$ cat src/timer16_defs.svh
/*
 * Offsets, field positions, reset values and fixed counter limits for the
 * 16-bit timer core. Included by the timer core and its capture conditioner.
 */
`ifndef TIMER16_DEFS_SVH
`define TIMER16_DEFS_SVH

// ----------------------------------------------------------------
// register offsets (byte addresses on the 8-bit slave)
// ----------------------------------------------------------------
`define ADDR_CTRL_A   4'h0
`define ADDR_CTRL_B   4'h1
`define ADDR_COUNT_LO 4'h2
`define ADDR_COUNT_HI 4'h3
`define ADDR_CMPA_LO  4'h4
`define ADDR_CMPA_HI  4'h5
`define ADDR_CMPB_LO  4'h6
`define ADDR_CMPB_HI  4'h7
`define ADDR_CAP_LO   4'h8
`define ADDR_CAP_HI   4'h9
`define ADDR_FLAG     4'hA
`define ADDR_MASK     4'hB
`define ADDR_POWER    4'hC

// ----------------------------------------------------------------
// field positions
// ----------------------------------------------------------------
`define CA_OUT_EN_A  7
`define CA_OUT_EN_B  5
`define CA_CAP_SRC   2
`define CB_NC_EN     7
`define CB_CAP_RISE  6
`define FL_OVF       0
`define FL_MATCH_A   1
`define FL_MATCH_B   2
`define FL_CAPTURE   5
`define FL_USED      8'h27
`define PW_TIMER_OFF 0

// ----------------------------------------------------------------
// reset values
// ----------------------------------------------------------------
`define CTRL_RST     8'h00
`define FLAG_RST     8'h00
`define POWER_RST    8'h00
`define WORD_RST     16'h0000

// ----------------------------------------------------------------
// counter limits and filter length
// ----------------------------------------------------------------
`define VAL_BOTTOM   16'h0000
`define VAL_MAX      16'hFFFF
`define TOP_8BIT     16'h00FF
`define TOP_9BIT     16'h01FF
`define TOP_10BIT    16'h03FF
`define NC_SAMPLES   4

`endif

$ cat src/timer16_pkg.sv
/*
 * Types shared by the timer core: bus handshake states and clock selects.
 * Assumes nothing beyond a SystemVerilog compiler.
 */
package timer16_pkg;

	// ----------------------------------------------------------------
	// types
	// ----------------------------------------------------------------
	typedef enum logic [1:0] {
		BUS_IDLE = 2'h1,
		BUS_ACK  = 2'h2
	} bus_state_t;

	typedef enum logic [2:0] {
		CS_STOP     = 3'h0,
		CS_DIV1     = 3'h1,
		CS_DIV8     = 3'h2,
		CS_DIV64    = 3'h3,
		CS_DIV256   = 3'h4,
		CS_DIV1024  = 3'h5,
		CS_EXT_FALL = 3'h6,
		CS_EXT_RISE = 3'h7
	} clk_sel_t;

endpackage

$ cat src/capture_if.sv
/*
 * Carrier between the timer core and its capture conditioner.
 * Assumes both ends run on the same system clock.
 */
interface capture_if;
	logic raw;       // selected trigger source level
	logic filt_en;   // noise filter on
	logic rise_sel;  // capture on rising edge
	logic evt;       // one-cycle capture trigger

	modport cond (input raw, input filt_en, input rise_sel, output evt);
	modport core (output raw, output filt_en, output rise_sel, input evt);
endinterface

$ cat src/timer16_byte_access_core.sv
/*
 * 16-bit timer/counter core behind an 8-bit Avalon-MM slave: counter,
 * two double-buffered compare channels, capture, flags and mask, and the
 * single shared high-byte holding register for 16-bit byte access.
 * Assumes a system clock i_mclk with synchronous inputs, and software that
 * writes high byte then low byte and reads low byte then high byte.
 */
// Our own choices: the placing of the registers and the Avalon-MM interface to the registers.
// Operation
// - sixteen-bit counter, compares, capture; byte controls
// - every request has flag and mask bit
// - clock select: prescaled internal or external edge
// - no clock source selected means no ticks
// - compare registers continuously compared, drive output pins
// - compare match sets its channel flag
// - trigger edge latches counter into capture register
// - bottom means count equals 0x0000
// - maximum means count equals 0xFFFF
// - top is fixed, compare A, or capture
// - compare A as PWM top: no output A
// - compare A as PWM top stays double buffered
// - one holding register shared by all words
// - low write loads holding byte and low together
// - counter and capture low reads copy high byte into holding
// - compare reads leave holding register untouched
// - holding register survives low-byte writes
// - counter high-byte location reaches holding register
// - host counter write beats count and clear
// - capture writable only when it defines top
`include "timer16_defs.svh"

module timer16_byte_access_core #(
	parameter int PRESCALE_BITS = 10
) (
	input  wire logic                   i_mclk,
	input  wire logic                   i_rst,
	input  wire logic [3:0]             i_avs_address,
	input  wire logic                   i_avs_read,
	input  wire logic                   i_avs_write,
	input  wire logic [7:0]             i_avs_writedata,
	output logic      [7:0]             o_avs_readdata,
	output logic                        o_avs_waitrequest,
	output timer16_pkg::bus_state_t     o_bus_state,
	input  wire logic                   i_ext_count_pin,
	input  wire logic                   i_capture_pin,
	input  wire logic                   i_comp_out,
	output logic                        o_compare_out_a,
	output logic                        o_compare_out_b,
	output logic      [7:0]             o_int_req
);
	import timer16_pkg::*;

	// ----------------------------------------------------------------
	// elaboration check
	// ----------------------------------------------------------------
	generate
		if (PRESCALE_BITS < 10) begin : g_bad
			$error("prescaler needs at least ten bits for the /1024 tap");
		end
	endgenerate

	bus_state_t               state_reg;
	logic [7:0]               rdata_reg;
	logic [7:0]               ctrl_a_reg;
	logic [7:0]               ctrl_b_reg;
	logic [7:0]               power_reduction_reg;
	logic [7:0]               timer_flag_reg;
	logic [7:0]               timer_mask_reg;
	logic [7:0]               irq_reg;
	logic [7:0]               hold_reg;
	logic [15:0]              count_value;
	logic [15:0]              compare_value_a;
	logic [15:0]              compare_value_b;
	logic [15:0]              cmp_act_a;
	logic [15:0]              cmp_act_b;
	logic [15:0]              capture_value;
	logic [PRESCALE_BITS-1:0] pre_reg;
	logic                     ext_prev_reg;
	logic                     out_a_reg;
	logic                     out_b_reg;
	logic [7:0]               rd_val;
	logic [15:0]              top_val;
	logic [3:0]               wgm;
	logic                     pwm_mode;
	logic                     cmpa_top;
	logic                     cap_top;
	logic                     req;
	logic                     wr_fire;
	logic                     rd_take;
	logic                     timer_tick;
	logic                     at_top;
	logic                     at_bottom;
	logic                     at_max;
	logic                     match_a;
	logic                     match_b;
	logic                     cap_hit;
	logic [7:0]               flag_set;
	logic [7:0]               flag_clr;
	clk_sel_t                 cs;

	capture_if cap_bus ();

	// ----------------------------------------------------------------
	// bus slave: one wait state, writes land on the waitrequest-low edge
	// ----------------------------------------------------------------
	assign req               = i_avs_read | i_avs_write;
	assign o_avs_waitrequest = req & (state_reg != BUS_ACK);
	assign wr_fire           = i_avs_write & (state_reg == BUS_ACK);
	assign rd_take           = i_avs_read & (state_reg == BUS_IDLE);
	assign o_avs_readdata    = rdata_reg;
	assign o_bus_state       = state_reg;

	// handshake state
	always_ff @(posedge i_mclk) begin
		if (i_rst) begin
			state_reg <= BUS_IDLE;
		end else begin
			case (state_reg)
				BUS_IDLE: state_reg <= req ? BUS_ACK : BUS_IDLE;
				BUS_ACK:  state_reg <= BUS_IDLE;
				default:  state_reg <= BUS_IDLE;
			endcase
		end
	end

	// read mux; unmapped offsets read as zero
	always_comb begin
		case (i_avs_address)
			`ADDR_CTRL_A:   rd_val = ctrl_a_reg;
			`ADDR_CTRL_B:   rd_val = ctrl_b_reg;
			`ADDR_COUNT_LO: rd_val = count_value[7:0];
			`ADDR_COUNT_HI: rd_val = hold_reg;
			`ADDR_CMPA_LO:  rd_val = compare_value_a[7:0];
			`ADDR_CMPA_HI:  rd_val = compare_value_a[15:8];
			`ADDR_CMPB_LO:  rd_val = compare_value_b[7:0];
			`ADDR_CMPB_HI:  rd_val = compare_value_b[15:8];
			`ADDR_CAP_LO:   rd_val = capture_value[7:0];
			`ADDR_CAP_HI:   rd_val = hold_reg;
			`ADDR_FLAG:     rd_val = timer_flag_reg;
			`ADDR_MASK:     rd_val = timer_mask_reg;
			`ADDR_POWER:    rd_val = power_reduction_reg;
			default:        rd_val = 8'h00;
		endcase
	end

	// read data is frozen at the request's first edge and stands till release
	always_ff @(posedge i_mclk) begin
		if (i_rst) begin
			rdata_reg <= 8'h00;
		end else if (rd_take) begin
			rdata_reg <= rd_val;
		end
	end

	// ----------------------------------------------------------------
	// shared high-byte holding register
	// ----------------------------------------------------------------
	// low reads snapshot the high byte at the same edge as the low byte,
	// so the pair is atomic; compare reads never touch it
	always_ff @(posedge i_mclk) begin
		if (i_rst) begin
			hold_reg <= 8'h00;
		end else if (wr_fire && (i_avs_address == `ADDR_COUNT_HI ||
				i_avs_address == `ADDR_CMPA_HI || i_avs_address == `ADDR_CMPB_HI ||
				i_avs_address == `ADDR_CAP_HI)) begin
			hold_reg <= i_avs_writedata;
		end else if (rd_take && i_avs_address == `ADDR_COUNT_LO) begin
			hold_reg <= count_value[15:8];
		end else if (rd_take && i_avs_address == `ADDR_CAP_LO) begin
			hold_reg <= capture_value[15:8];
		end
		// low writes leave it alone so one high byte serves many words
		// compare low reads fall through untouched
	end

	// ----------------------------------------------------------------
	// byte control registers, mask and power
	// ----------------------------------------------------------------
	// freely written, no ordering constraint
	always_ff @(posedge i_mclk) begin
		if (i_rst) begin
			ctrl_a_reg          <= `CTRL_RST;
			ctrl_b_reg          <= `CTRL_RST;
			timer_mask_reg      <= `FLAG_RST;
			power_reduction_reg <= `POWER_RST;
		end else if (wr_fire) begin
			case (i_avs_address)
				`ADDR_CTRL_A: ctrl_a_reg <= i_avs_writedata;
				`ADDR_CTRL_B: ctrl_b_reg <= i_avs_writedata;
				`ADDR_MASK:   timer_mask_reg <= i_avs_writedata & `FL_USED;
				`ADDR_POWER:  power_reduction_reg <= {7'h00, i_avs_writedata[`PW_TIMER_OFF]};
				default:      ;
			endcase
		end
	end

	// ----------------------------------------------------------------
	// mode decode and top selection
	// ----------------------------------------------------------------
	assign wgm      = {ctrl_b_reg[4:3], ctrl_a_reg[1:0]};
	assign cs       = clk_sel_t'(ctrl_b_reg[2:0]);
	assign pwm_mode = (wgm != 4'h0) && (wgm != 4'h4) && (wgm != 4'hC) && (wgm != 4'hD);
	assign cmpa_top = (wgm == 4'h4) || (wgm == 4'h9) || (wgm == 4'hB) || (wgm == 4'hF);
	assign cap_top  = (wgm == 4'h8) || (wgm == 4'hA) || (wgm == 4'hC) || (wgm == 4'hE);

	// top of the sequence for the current mode
	always_comb begin
		case (wgm)
			4'h1, 4'h5: top_val = `TOP_8BIT;
			4'h2, 4'h6: top_val = `TOP_9BIT;
			4'h3, 4'h7: top_val = `TOP_10BIT;
			4'h4, 4'h9, 4'hB, 4'hF: top_val = cmp_act_a;
			4'h8, 4'hA, 4'hC, 4'hE: top_val = capture_value;
			default:    top_val = `VAL_MAX;
		endcase
	end

	assign at_top    = (count_value == top_val);
	assign at_bottom = (count_value == `VAL_BOTTOM);
	assign at_max    = (count_value == `VAL_MAX);

	// ----------------------------------------------------------------
	// clock select and prescaler
	// ----------------------------------------------------------------
	// free-running divider; taps give /8 .. /1024
	always_ff @(posedge i_mclk) begin
		if (i_rst) begin
			pre_reg <= '0;
		end else begin
			pre_reg <= pre_reg + 1'b1;
		end
	end

	// external pin history for edge detection
	always_ff @(posedge i_mclk) begin
		if (i_rst) begin
			ext_prev_reg <= 1'b0;
		end else begin
			ext_prev_reg <= i_ext_count_pin;
		end
	end

	// tick source; the power-off bit, clear from reset, blocks every tick while set
	always_comb begin
		case (cs)
			CS_DIV1:     timer_tick = 1'b1;
			CS_DIV8:     timer_tick = &pre_reg[2:0];
			CS_DIV64:    timer_tick = &pre_reg[5:0];
			CS_DIV256:   timer_tick = &pre_reg[7:0];
			CS_DIV1024:  timer_tick = &pre_reg[9:0];
			CS_EXT_FALL: timer_tick = ext_prev_reg & ~i_ext_count_pin;
			CS_EXT_RISE: timer_tick = ~ext_prev_reg & i_ext_count_pin;
			default:     timer_tick = 1'b0;
		endcase
		if (power_reduction_reg[`PW_TIMER_OFF]) begin
			timer_tick = 1'b0;
		end
	end

	// ----------------------------------------------------------------
	// counter
	// ----------------------------------------------------------------
	// a host write wins over any count or clear in the same cycle
	always_ff @(posedge i_mclk) begin
		if (i_rst) begin
			count_value <= `WORD_RST;
		end else if (wr_fire && i_avs_address == `ADDR_COUNT_LO) begin
			count_value <= {hold_reg, i_avs_writedata};
		end else if (timer_tick) begin
			count_value <= (at_top || at_max) ? `VAL_BOTTOM : count_value + 16'h0001;
		end
	end

	// ----------------------------------------------------------------
	// compare channels
	// ----------------------------------------------------------------
	// host-visible buffers; low write merges the held high byte
	always_ff @(posedge i_mclk) begin
		if (i_rst) begin
			compare_value_a <= `WORD_RST;
			compare_value_b <= `WORD_RST;
		end else if (wr_fire && i_avs_address == `ADDR_CMPA_LO) begin
			compare_value_a <= {hold_reg, i_avs_writedata};
		end else if (wr_fire && i_avs_address == `ADDR_CMPB_LO) begin
			compare_value_b <= {hold_reg, i_avs_writedata};
		end
	end

	// active copies: follow the buffer at once outside PWM, only at top in
	// PWM so a new period or duty never tears mid-cycle
	always_ff @(posedge i_mclk) begin
		if (i_rst) begin
			cmp_act_a <= `WORD_RST;
			cmp_act_b <= `WORD_RST;
		end else if (!pwm_mode || (timer_tick && at_top)) begin
			cmp_act_a <= compare_value_a;
			cmp_act_b <= compare_value_b;
		end
	end

	assign match_a = timer_tick && (count_value == cmp_act_a);
	assign match_b = timer_tick && (count_value == cmp_act_b);

	// waveform: PWM sets on wrap and clears on match, otherwise toggles on match
	always_ff @(posedge i_mclk) begin
		if (i_rst) begin
			out_a_reg <= 1'b0;
		end else if (!ctrl_a_reg[`CA_OUT_EN_A] || (pwm_mode && cmpa_top)) begin
			out_a_reg <= 1'b0;
		end else if (pwm_mode && match_a) begin
			out_a_reg <= 1'b0;
		end else if (pwm_mode && timer_tick && at_top) begin
			out_a_reg <= 1'b1;
		end else if (!pwm_mode && match_a) begin
			out_a_reg <= ~out_a_reg;
		end
	end

	// channel B waveform, same scheme
	always_ff @(posedge i_mclk) begin
		if (i_rst) begin
			out_b_reg <= 1'b0;
		end else if (!ctrl_a_reg[`CA_OUT_EN_B]) begin
			out_b_reg <= 1'b0;
		end else if (pwm_mode && match_b) begin
			out_b_reg <= 1'b0;
		end else if (pwm_mode && timer_tick && at_top) begin
			out_b_reg <= 1'b1;
		end else if (!pwm_mode && match_b) begin
			out_b_reg <= ~out_b_reg;
		end
	end

	assign o_compare_out_a = out_a_reg;
	assign o_compare_out_b = out_b_reg;

	// ----------------------------------------------------------------
	// capture
	// ----------------------------------------------------------------
	assign cap_bus.raw      = ctrl_a_reg[`CA_CAP_SRC] ? i_comp_out : i_capture_pin;
	assign cap_bus.filt_en  = ctrl_b_reg[`CB_NC_EN];
	assign cap_bus.rise_sel = ctrl_b_reg[`CB_CAP_RISE];

	capture_cond #(
		.SAMPLES (`NC_SAMPLES)
	) u_capture_cond (
		.i_mclk (i_mclk),
		.i_rst  (i_rst),
		.cap    (cap_bus)
	);

	// triggers are ignored while capture defines top
	assign cap_hit = cap_bus.evt && !cap_top && !power_reduction_reg[`PW_TIMER_OFF];

	// capture latch; host may write it only when it is the top value
	always_ff @(posedge i_mclk) begin
		if (i_rst) begin
			capture_value <= `WORD_RST;
		end else if (wr_fire && i_avs_address == `ADDR_CAP_LO && cap_top) begin
			capture_value <= {hold_reg, i_avs_writedata};
		end else if (cap_hit) begin
			capture_value <= count_value;
		end
	end

	// ----------------------------------------------------------------
	// flags and masked requests
	// ----------------------------------------------------------------
	always_comb begin
		flag_set               = 8'h00;
		flag_set[`FL_OVF]      = timer_tick && at_top;
		flag_set[`FL_MATCH_A]  = match_a;
		flag_set[`FL_MATCH_B]  = match_b;
		flag_set[`FL_CAPTURE]  = cap_hit;
		flag_clr               = (wr_fire && i_avs_address == `ADDR_FLAG) ?
			(i_avs_writedata & `FL_USED) : 8'h00;
	end

	// write-one-to-clear; a new event in the clearing cycle survives
	always_ff @(posedge i_mclk) begin
		if (i_rst) begin
			timer_flag_reg <= `FLAG_RST;
		end else begin
			timer_flag_reg <= (timer_flag_reg & ~flag_clr) | flag_set;
		end
	end

	// each request gated by its own enable bit
	always_ff @(posedge i_mclk) begin
		if (i_rst) begin
			irq_reg <= 8'h00;
		end else begin
			irq_reg <= timer_flag_reg & timer_mask_reg;
		end
	end

	assign o_int_req = irq_reg;
endmodule

$ cat src/capture_cond.sv
/*
 * Capture trigger conditioner: optional majority-free noise filter that
 * needs every sample equal, followed by an edge detector.
 * Assumes the trigger level is already synchronous to i_mclk.
 */
`include "timer16_defs.svh"

module capture_cond #(
	parameter int SAMPLES = `NC_SAMPLES
) (
	input  wire logic i_mclk,
	input  wire logic i_rst,
	capture_if.cond   cap
);
	import timer16_pkg::*;

	// ----------------------------------------------------------------
	// elaboration check
	// ----------------------------------------------------------------
	generate
		if (SAMPLES < 2) begin : g_bad
			$error("capture_cond needs at least two filter samples");
		end
	endgenerate

	logic [SAMPLES-1:0] hist_reg;
	logic               level_reg;
	logic               prev_reg;

	// sample history; with the filter on, the filtered level moves only when all samples agree
	always_ff @(posedge i_mclk) begin
		if (i_rst) begin
			hist_reg <= '0;
		end else begin
			hist_reg <= {hist_reg[SAMPLES-2:0], cap.raw};
		end
	end

	// filtered level; with the filter off the raw level passes straight on
	always_ff @(posedge i_mclk) begin
		if (i_rst) begin
			level_reg <= 1'b0;
		end else if (!cap.filt_en) begin
			level_reg <= cap.raw;
		end else if (&hist_reg) begin
			level_reg <= 1'b1;
		end else if (~|hist_reg) begin
			level_reg <= 1'b0;
		end
	end

	// previous level for edge detection
	always_ff @(posedge i_mclk) begin
		if (i_rst) begin
			prev_reg <= 1'b0;
		end else begin
			prev_reg <= level_reg;
		end
	end

	// toggling the edge select cannot itself fire a capture; only a level change can
	assign cap.evt = cap.rise_sel ? (level_reg & ~prev_reg) : (~level_reg & prev_reg);
endmodule

$ cat config.mk
export PLATFORM = sky130hd
export DESIGN_NAME = timer16_byte_access_core
export DESIGN_NICKNAME = d
export VERILOG_FILES = /design/src/timer16_pkg.sv /design/src/capture_if.sv /design/src/timer16_byte_access_core.sv /design/src/capture_cond.sv
export VERILOG_INCLUDE_DIRS = /design/src
export SDC_FILE = /design/constraint.sdc
export NUM_CORES = 1
export LEC_CHECK = 0
export ABC_AREA = 1
export BUFFER_PORTS_ARGS = -buffer_cell sky130_fd_sc_hd__buf_2
export CORE_MARGIN = 1.5
export CORE_UTILIZATION = 55
export DETAILED_ROUTE_END_ITERATION = 8
export PLACE_DENSITY = 0.85
export SYNTH_ARGS = -nofsm -noshare
export SYNTH_HDL_FRONTEND = slang
export SYNTH_SLANG_ARGS = --single-unit
$ cat constraint.sdc
create_clock -name i_mclk -period 1.98 [get_ports i_mclk]
set_input_delay 0.198 -clock i_mclk [delete_from_list [all_inputs] [get_ports i_mclk]]
set_output_delay 0.198 -clock i_mclk [all_outputs]
set_load 0.05 [all_outputs]
==> results.md <==
* Period Utilization, post-route at 125%
* Vertical die dimension at 127 µm
* Predominant post-synthesis flop cell: sky130_fd_sc_hd__dfxtp_1
* Sw power at 1730 µW
* Clock network power share at 46.7%
* Synthesized instance count at 1216
* Avg Vias per Cell at 6.49
* Count of synthesis-stage warnings from yosys at 0
* Initial Utilization at 57.1%
* CP Data Required Time at 2.35 ns
* Antenna violations before repair at 0
* Number of CTS-inserted buffers at 17
* Count of flip-flops with a built-in enable after synthesis at 0
* Worst Path Max Fanout at 10
* Depth of the most critical reg-to-reg path at 16
* Top achievable clock speed at 406 MHz
* Max_slew headroom at 55.0%
* Measured slew at the worst slew-check pin at 0.672 ns
* Detailed-route via count at 10000
* CTS tree: done
* Fraction of power consumed by sequential logic at 47.5%
* Crit path capture type: register
* Dominant combinational cell family by area after synthesis: simple AND/OR/NAND/NOR gates
* Arrival time worst endpoint at 2.83 ns
* Biggest area consumer among synthesized cells: sky130_fd_sc_hd__dfxtp_1
* Tightest Hold Check Type: in -> reg
* Total setup violations reported at the end of the flow at 51
* Nets at 1371
* Maximum number of pins on one net before global-route repair at 76
* Worst path cell trace: inv_4, nand2_4, buf_4, o21ai_0, inv_1, nand4_1, nand2_2, nor2_2, nand2_2, nor2_4, nand3_4, buf_4, buf_12, nand3_1, nand2_1, nor2_1
* Setup slack of the most critical reg-to-reg path at -0.49 ns
* Time the worst path needs with I/O delays and setup at 2.47 ns
* Global route total overflow at 0
* Setup crit start: ctrl_b_reg[4]$_SDFFE_PP0P_
* Chip Width at 127 µm
* Critical setup path kind: reg -> reg
* # port buffers at 35
* Number of global-route vias before repair at 9158
* Pwr/cell area at 641 nW/µm²
* WL/cell at 21.5 µm
* Slowest cell on the critical path: sky130_fd_sc_hd__dfxtp_4
* Count of inserted antenna diode cells at 0
* Floorplan Core Area at 14700 µm²
* Die ar. at 16000 µm²
* Leakage power figure at 0.00422 µW
* Run status: finished with violations
* Critical Path Start Type: register
* Largest stage delay, worst path at 0.37 ns
* DRC Markers at 11
* Maximum clock path buffer count at 2
* Maximum VDD drop at 0.624 mV
* Slew Viols, Final at 0
* Synthesized area at 8390 µm²
* Wire length of the first global-routing pass at 49.1 mm
* Internal power component at 5210 µW
* Failing checks: DRC, setup timing
* Number of unique standard cell types used by synthesis at 41
* Overall track demand over capacity in global routing at 39.6%
* Deepest level of the CTS H-tree at 4
* Critical register-to-register path startpoint: ctrl_b_reg[4]$_SDFFE_PP0P_
* Drt first pass iters at 9
* Sequential-to-total area share from yosys stat at 38.6%
* Maximum clock skew at final layout at 0.00976 ns
* Placed Cells incl. Taps at 1487
* Layout overhead on the synthesized area at 29.1%
* Count of non-filler cells in the finished layout at 1545
* Fraction of synthesized cell area in xor and xnor cells at 3.03%
* Adder and majority gate portion of the synthesized area at 0.447%
* Synth Area in Compound Gates at 21.2%
* Area share of the largest cell type after synthesis at 38.6%
* Clock insertion delay at the later pin of the skew report at 0.44 ns
* DP Worst Slack at -0.366 ns
* IO Count at 40
* Standard-cell row count at 44
* FILL cells at 930
* Fraction of layout instances using a drive strength above 1 at 23.1%
* Final HPWL from detailed placement at 20.4 mm
* Post-synthesis area per instance at 6.90 µm²
* Hold Vio Cnt, Final at 0
* Endpoint of the worst register-to-register path: cmp_act_b[3]$_SDFFE_PP0P_
* Final RePlAce weighted congestion at 1.06
* Unrepaired setup endpoints after global routing: true
* Crit path capture: cmp_act_b[3]$_SDFFE_PP0P_
* Final critical-path setup slack at -0.486 ns
* Post-synthesis async set-or-reset flop share at 0%
* Maxcap violations at 0
* Cell chosen for the clock root: sky130_fd_sc_hd__clkbuf_16
* Number of violations reported at the end of detailed-routing iteration 0 at 2045
* Fraction of the mapped netlist area in simple logic gates at 27.0%
* Switch share at 25.0%
* Ranking of synthesized cells by area: sky130_fd_sc_hd__dfxtp_1 (39%), sky130_fd_sc_hd__nand2_1 (10%), sky130_fd_sc_hd__a21oi_1 (9.0%)
* Comb power frac at 5.7%
* Flops & latches, synth at 162
* ANT nets after route at 0
* Final wirelength at 33.2 mm
* Clock sink count at 162
* Mux cell area share after synthesis at 0.119%
* Clk pin slew, worst setup/hold paths at 0.07 ns
[synthesized netlist by cell type (all sizes together) (6+ instances only)]
cell / n
nand3: 73
nor2: 131
xor2: 27
nand4: 41
inv: 122
buf: 21
a21oi: 151
clkbuf: 45
nand2: 227
o211ai: 9
o21ai: 107
o22ai: 21
nand3b: 10
nor4: 8
a221oi: 19
clkinv: 6
a22o: 6
dfxtp: 162
nor3: 14
[cell families after synthesis]
group | count (synthesis)
muxes | 1
other | 1
DFF | 162
xor gates and xnor gates | 29
and+or+nand+nor | 504
buffers and inverters | 194
adders and majority gates | 3
AOI/OAI and AO/OA | 322
[per-layer routing]
metal / track usage, % / share of wire, % / up-vias / routed length, µm
met1: 50.0 / 35 / 4434 / 11500
met5: 0 / 0 / - / 0
met3: 10.4 / 15 / 252 / 5060
li1: - / - / 4389 / -
met4: 24.7 / 7.5 / 0 / 2490
met2: 60.3 / 43 / 958 / 14200
[critical path: cells and delay by family (launching register included)]
kind                   cells  cell delay [ns]
buffers and inverters      5             0.70
DFF                        1             0.37
and+or+nand+nor           10             1.09
AOI/OAI and AO/OA          1             0.25
[how the worst min path moves through the flow]
stage | slack (ns) | end | cells past startpoint | from
5_1_grt | 0.09 | o_bus_state[1]$_SDFF_PP0_ | 3 | i_avs_write
3_3_place_gp | 0.43 | u_capture_cond.hist_reg[2]$_SDFF_PP0_ | 2 | u_capture_cond.hist_reg[1]$_SDFF_PP0_
6_report | 0.05 | o_bus_state[1]$_SDFF_PP0_ | 3 | i_avs_write
2_1_floorplan | 0.33 | ext_prev_reg$_SDFF_PP0_ | 2 | i_ext_count_pin
3_5_place_dp | 0.43 | u_capture_cond.hist_reg[2]$_SDFF_PP0_ | 2 | u_capture_cond.hist_reg[1]$_SDFF_PP0_
4_1_cts | 0.05 | o_bus_state[1]$_SDFF_PP0_ | 3 | i_avs_write
[power groups by stage]
stage | sequential [µW] | clock, µW | combinational [µW]
after global placement | 3370 | 0 | 343
final | 3300 | 3250 | 396
after detailed placement | 3370 | 0 | 347
after global routing | 3300 | 3360 | 419
after CTS | 3300 | 3210 | 361
after floorplan | 3380 | 0 | 210
[layout by cell type (no fill, tap or decap), drive strengths merged]
cell,instances
o41ai,1
nor4,8
clkinv,10
o2111ai,1
nand3b,10
bufinv,1
a311oi,1
mux2i,1
conb,4
a22o,6
a221oi,19
dfxtp,162
o21ai,107
dlygate4sd3,1
o221ai,1
clkinvlp,4
a211oi,2
buf,172
nor2,131
nor3,14
inv,125
a31oi,2
xor2,27
o211ai,9
a21oi,151
nand2,230
o22ai,21
clkbuf,20
nand4,41
nand3,73
xnor2,2
o31ai,1
ha,3
[stage by stage]
stage	utilization [%]	setup TNS [ns]	cell area, µm²	power [µW]	hold WS [ns]
2_1_floorplan	-	-0.476	8420	3590	0.335
3_3_place_gp	64.4	-6.44	9460	3710	0.425
3_5_place_dp	64.4	-9.98	9460	3720	0.433
4_1_cts	71.9	-6.42	10600	6880	0.0464
5_1_grt	73.7	-21.29	10800	7080	0.0855
6_report	73.7	-17.42	10800	6940	0.0488
[what timing repair did]
item                                    4_1_cts  5_1_grt
buffers inserted                             18        5
endpoints found under the hold margin         1        0
hold buffers                                  1        0
gates resized for setup                      65       66
pin swaps                                    11       26
cloned                                        6        1
endpoints found under the setup margin       54       69
[final cells by class]
class / count / area (µm²) / area share (%)
repair buffers: 174 / 1470 / 13.5
well taps: 184 / 230 / 2.12
clock inverters: 12 / 125 / 1.15
clock buffers: 19 / 453 / 4.18
multi-input cells: 866 / 4810 / 44.4
inverters: 128 / 495 / 4.57
flip-flops and latches: 162 / 3260 / 30.1
Note: power is estimated with default switching activity, not from simulation.
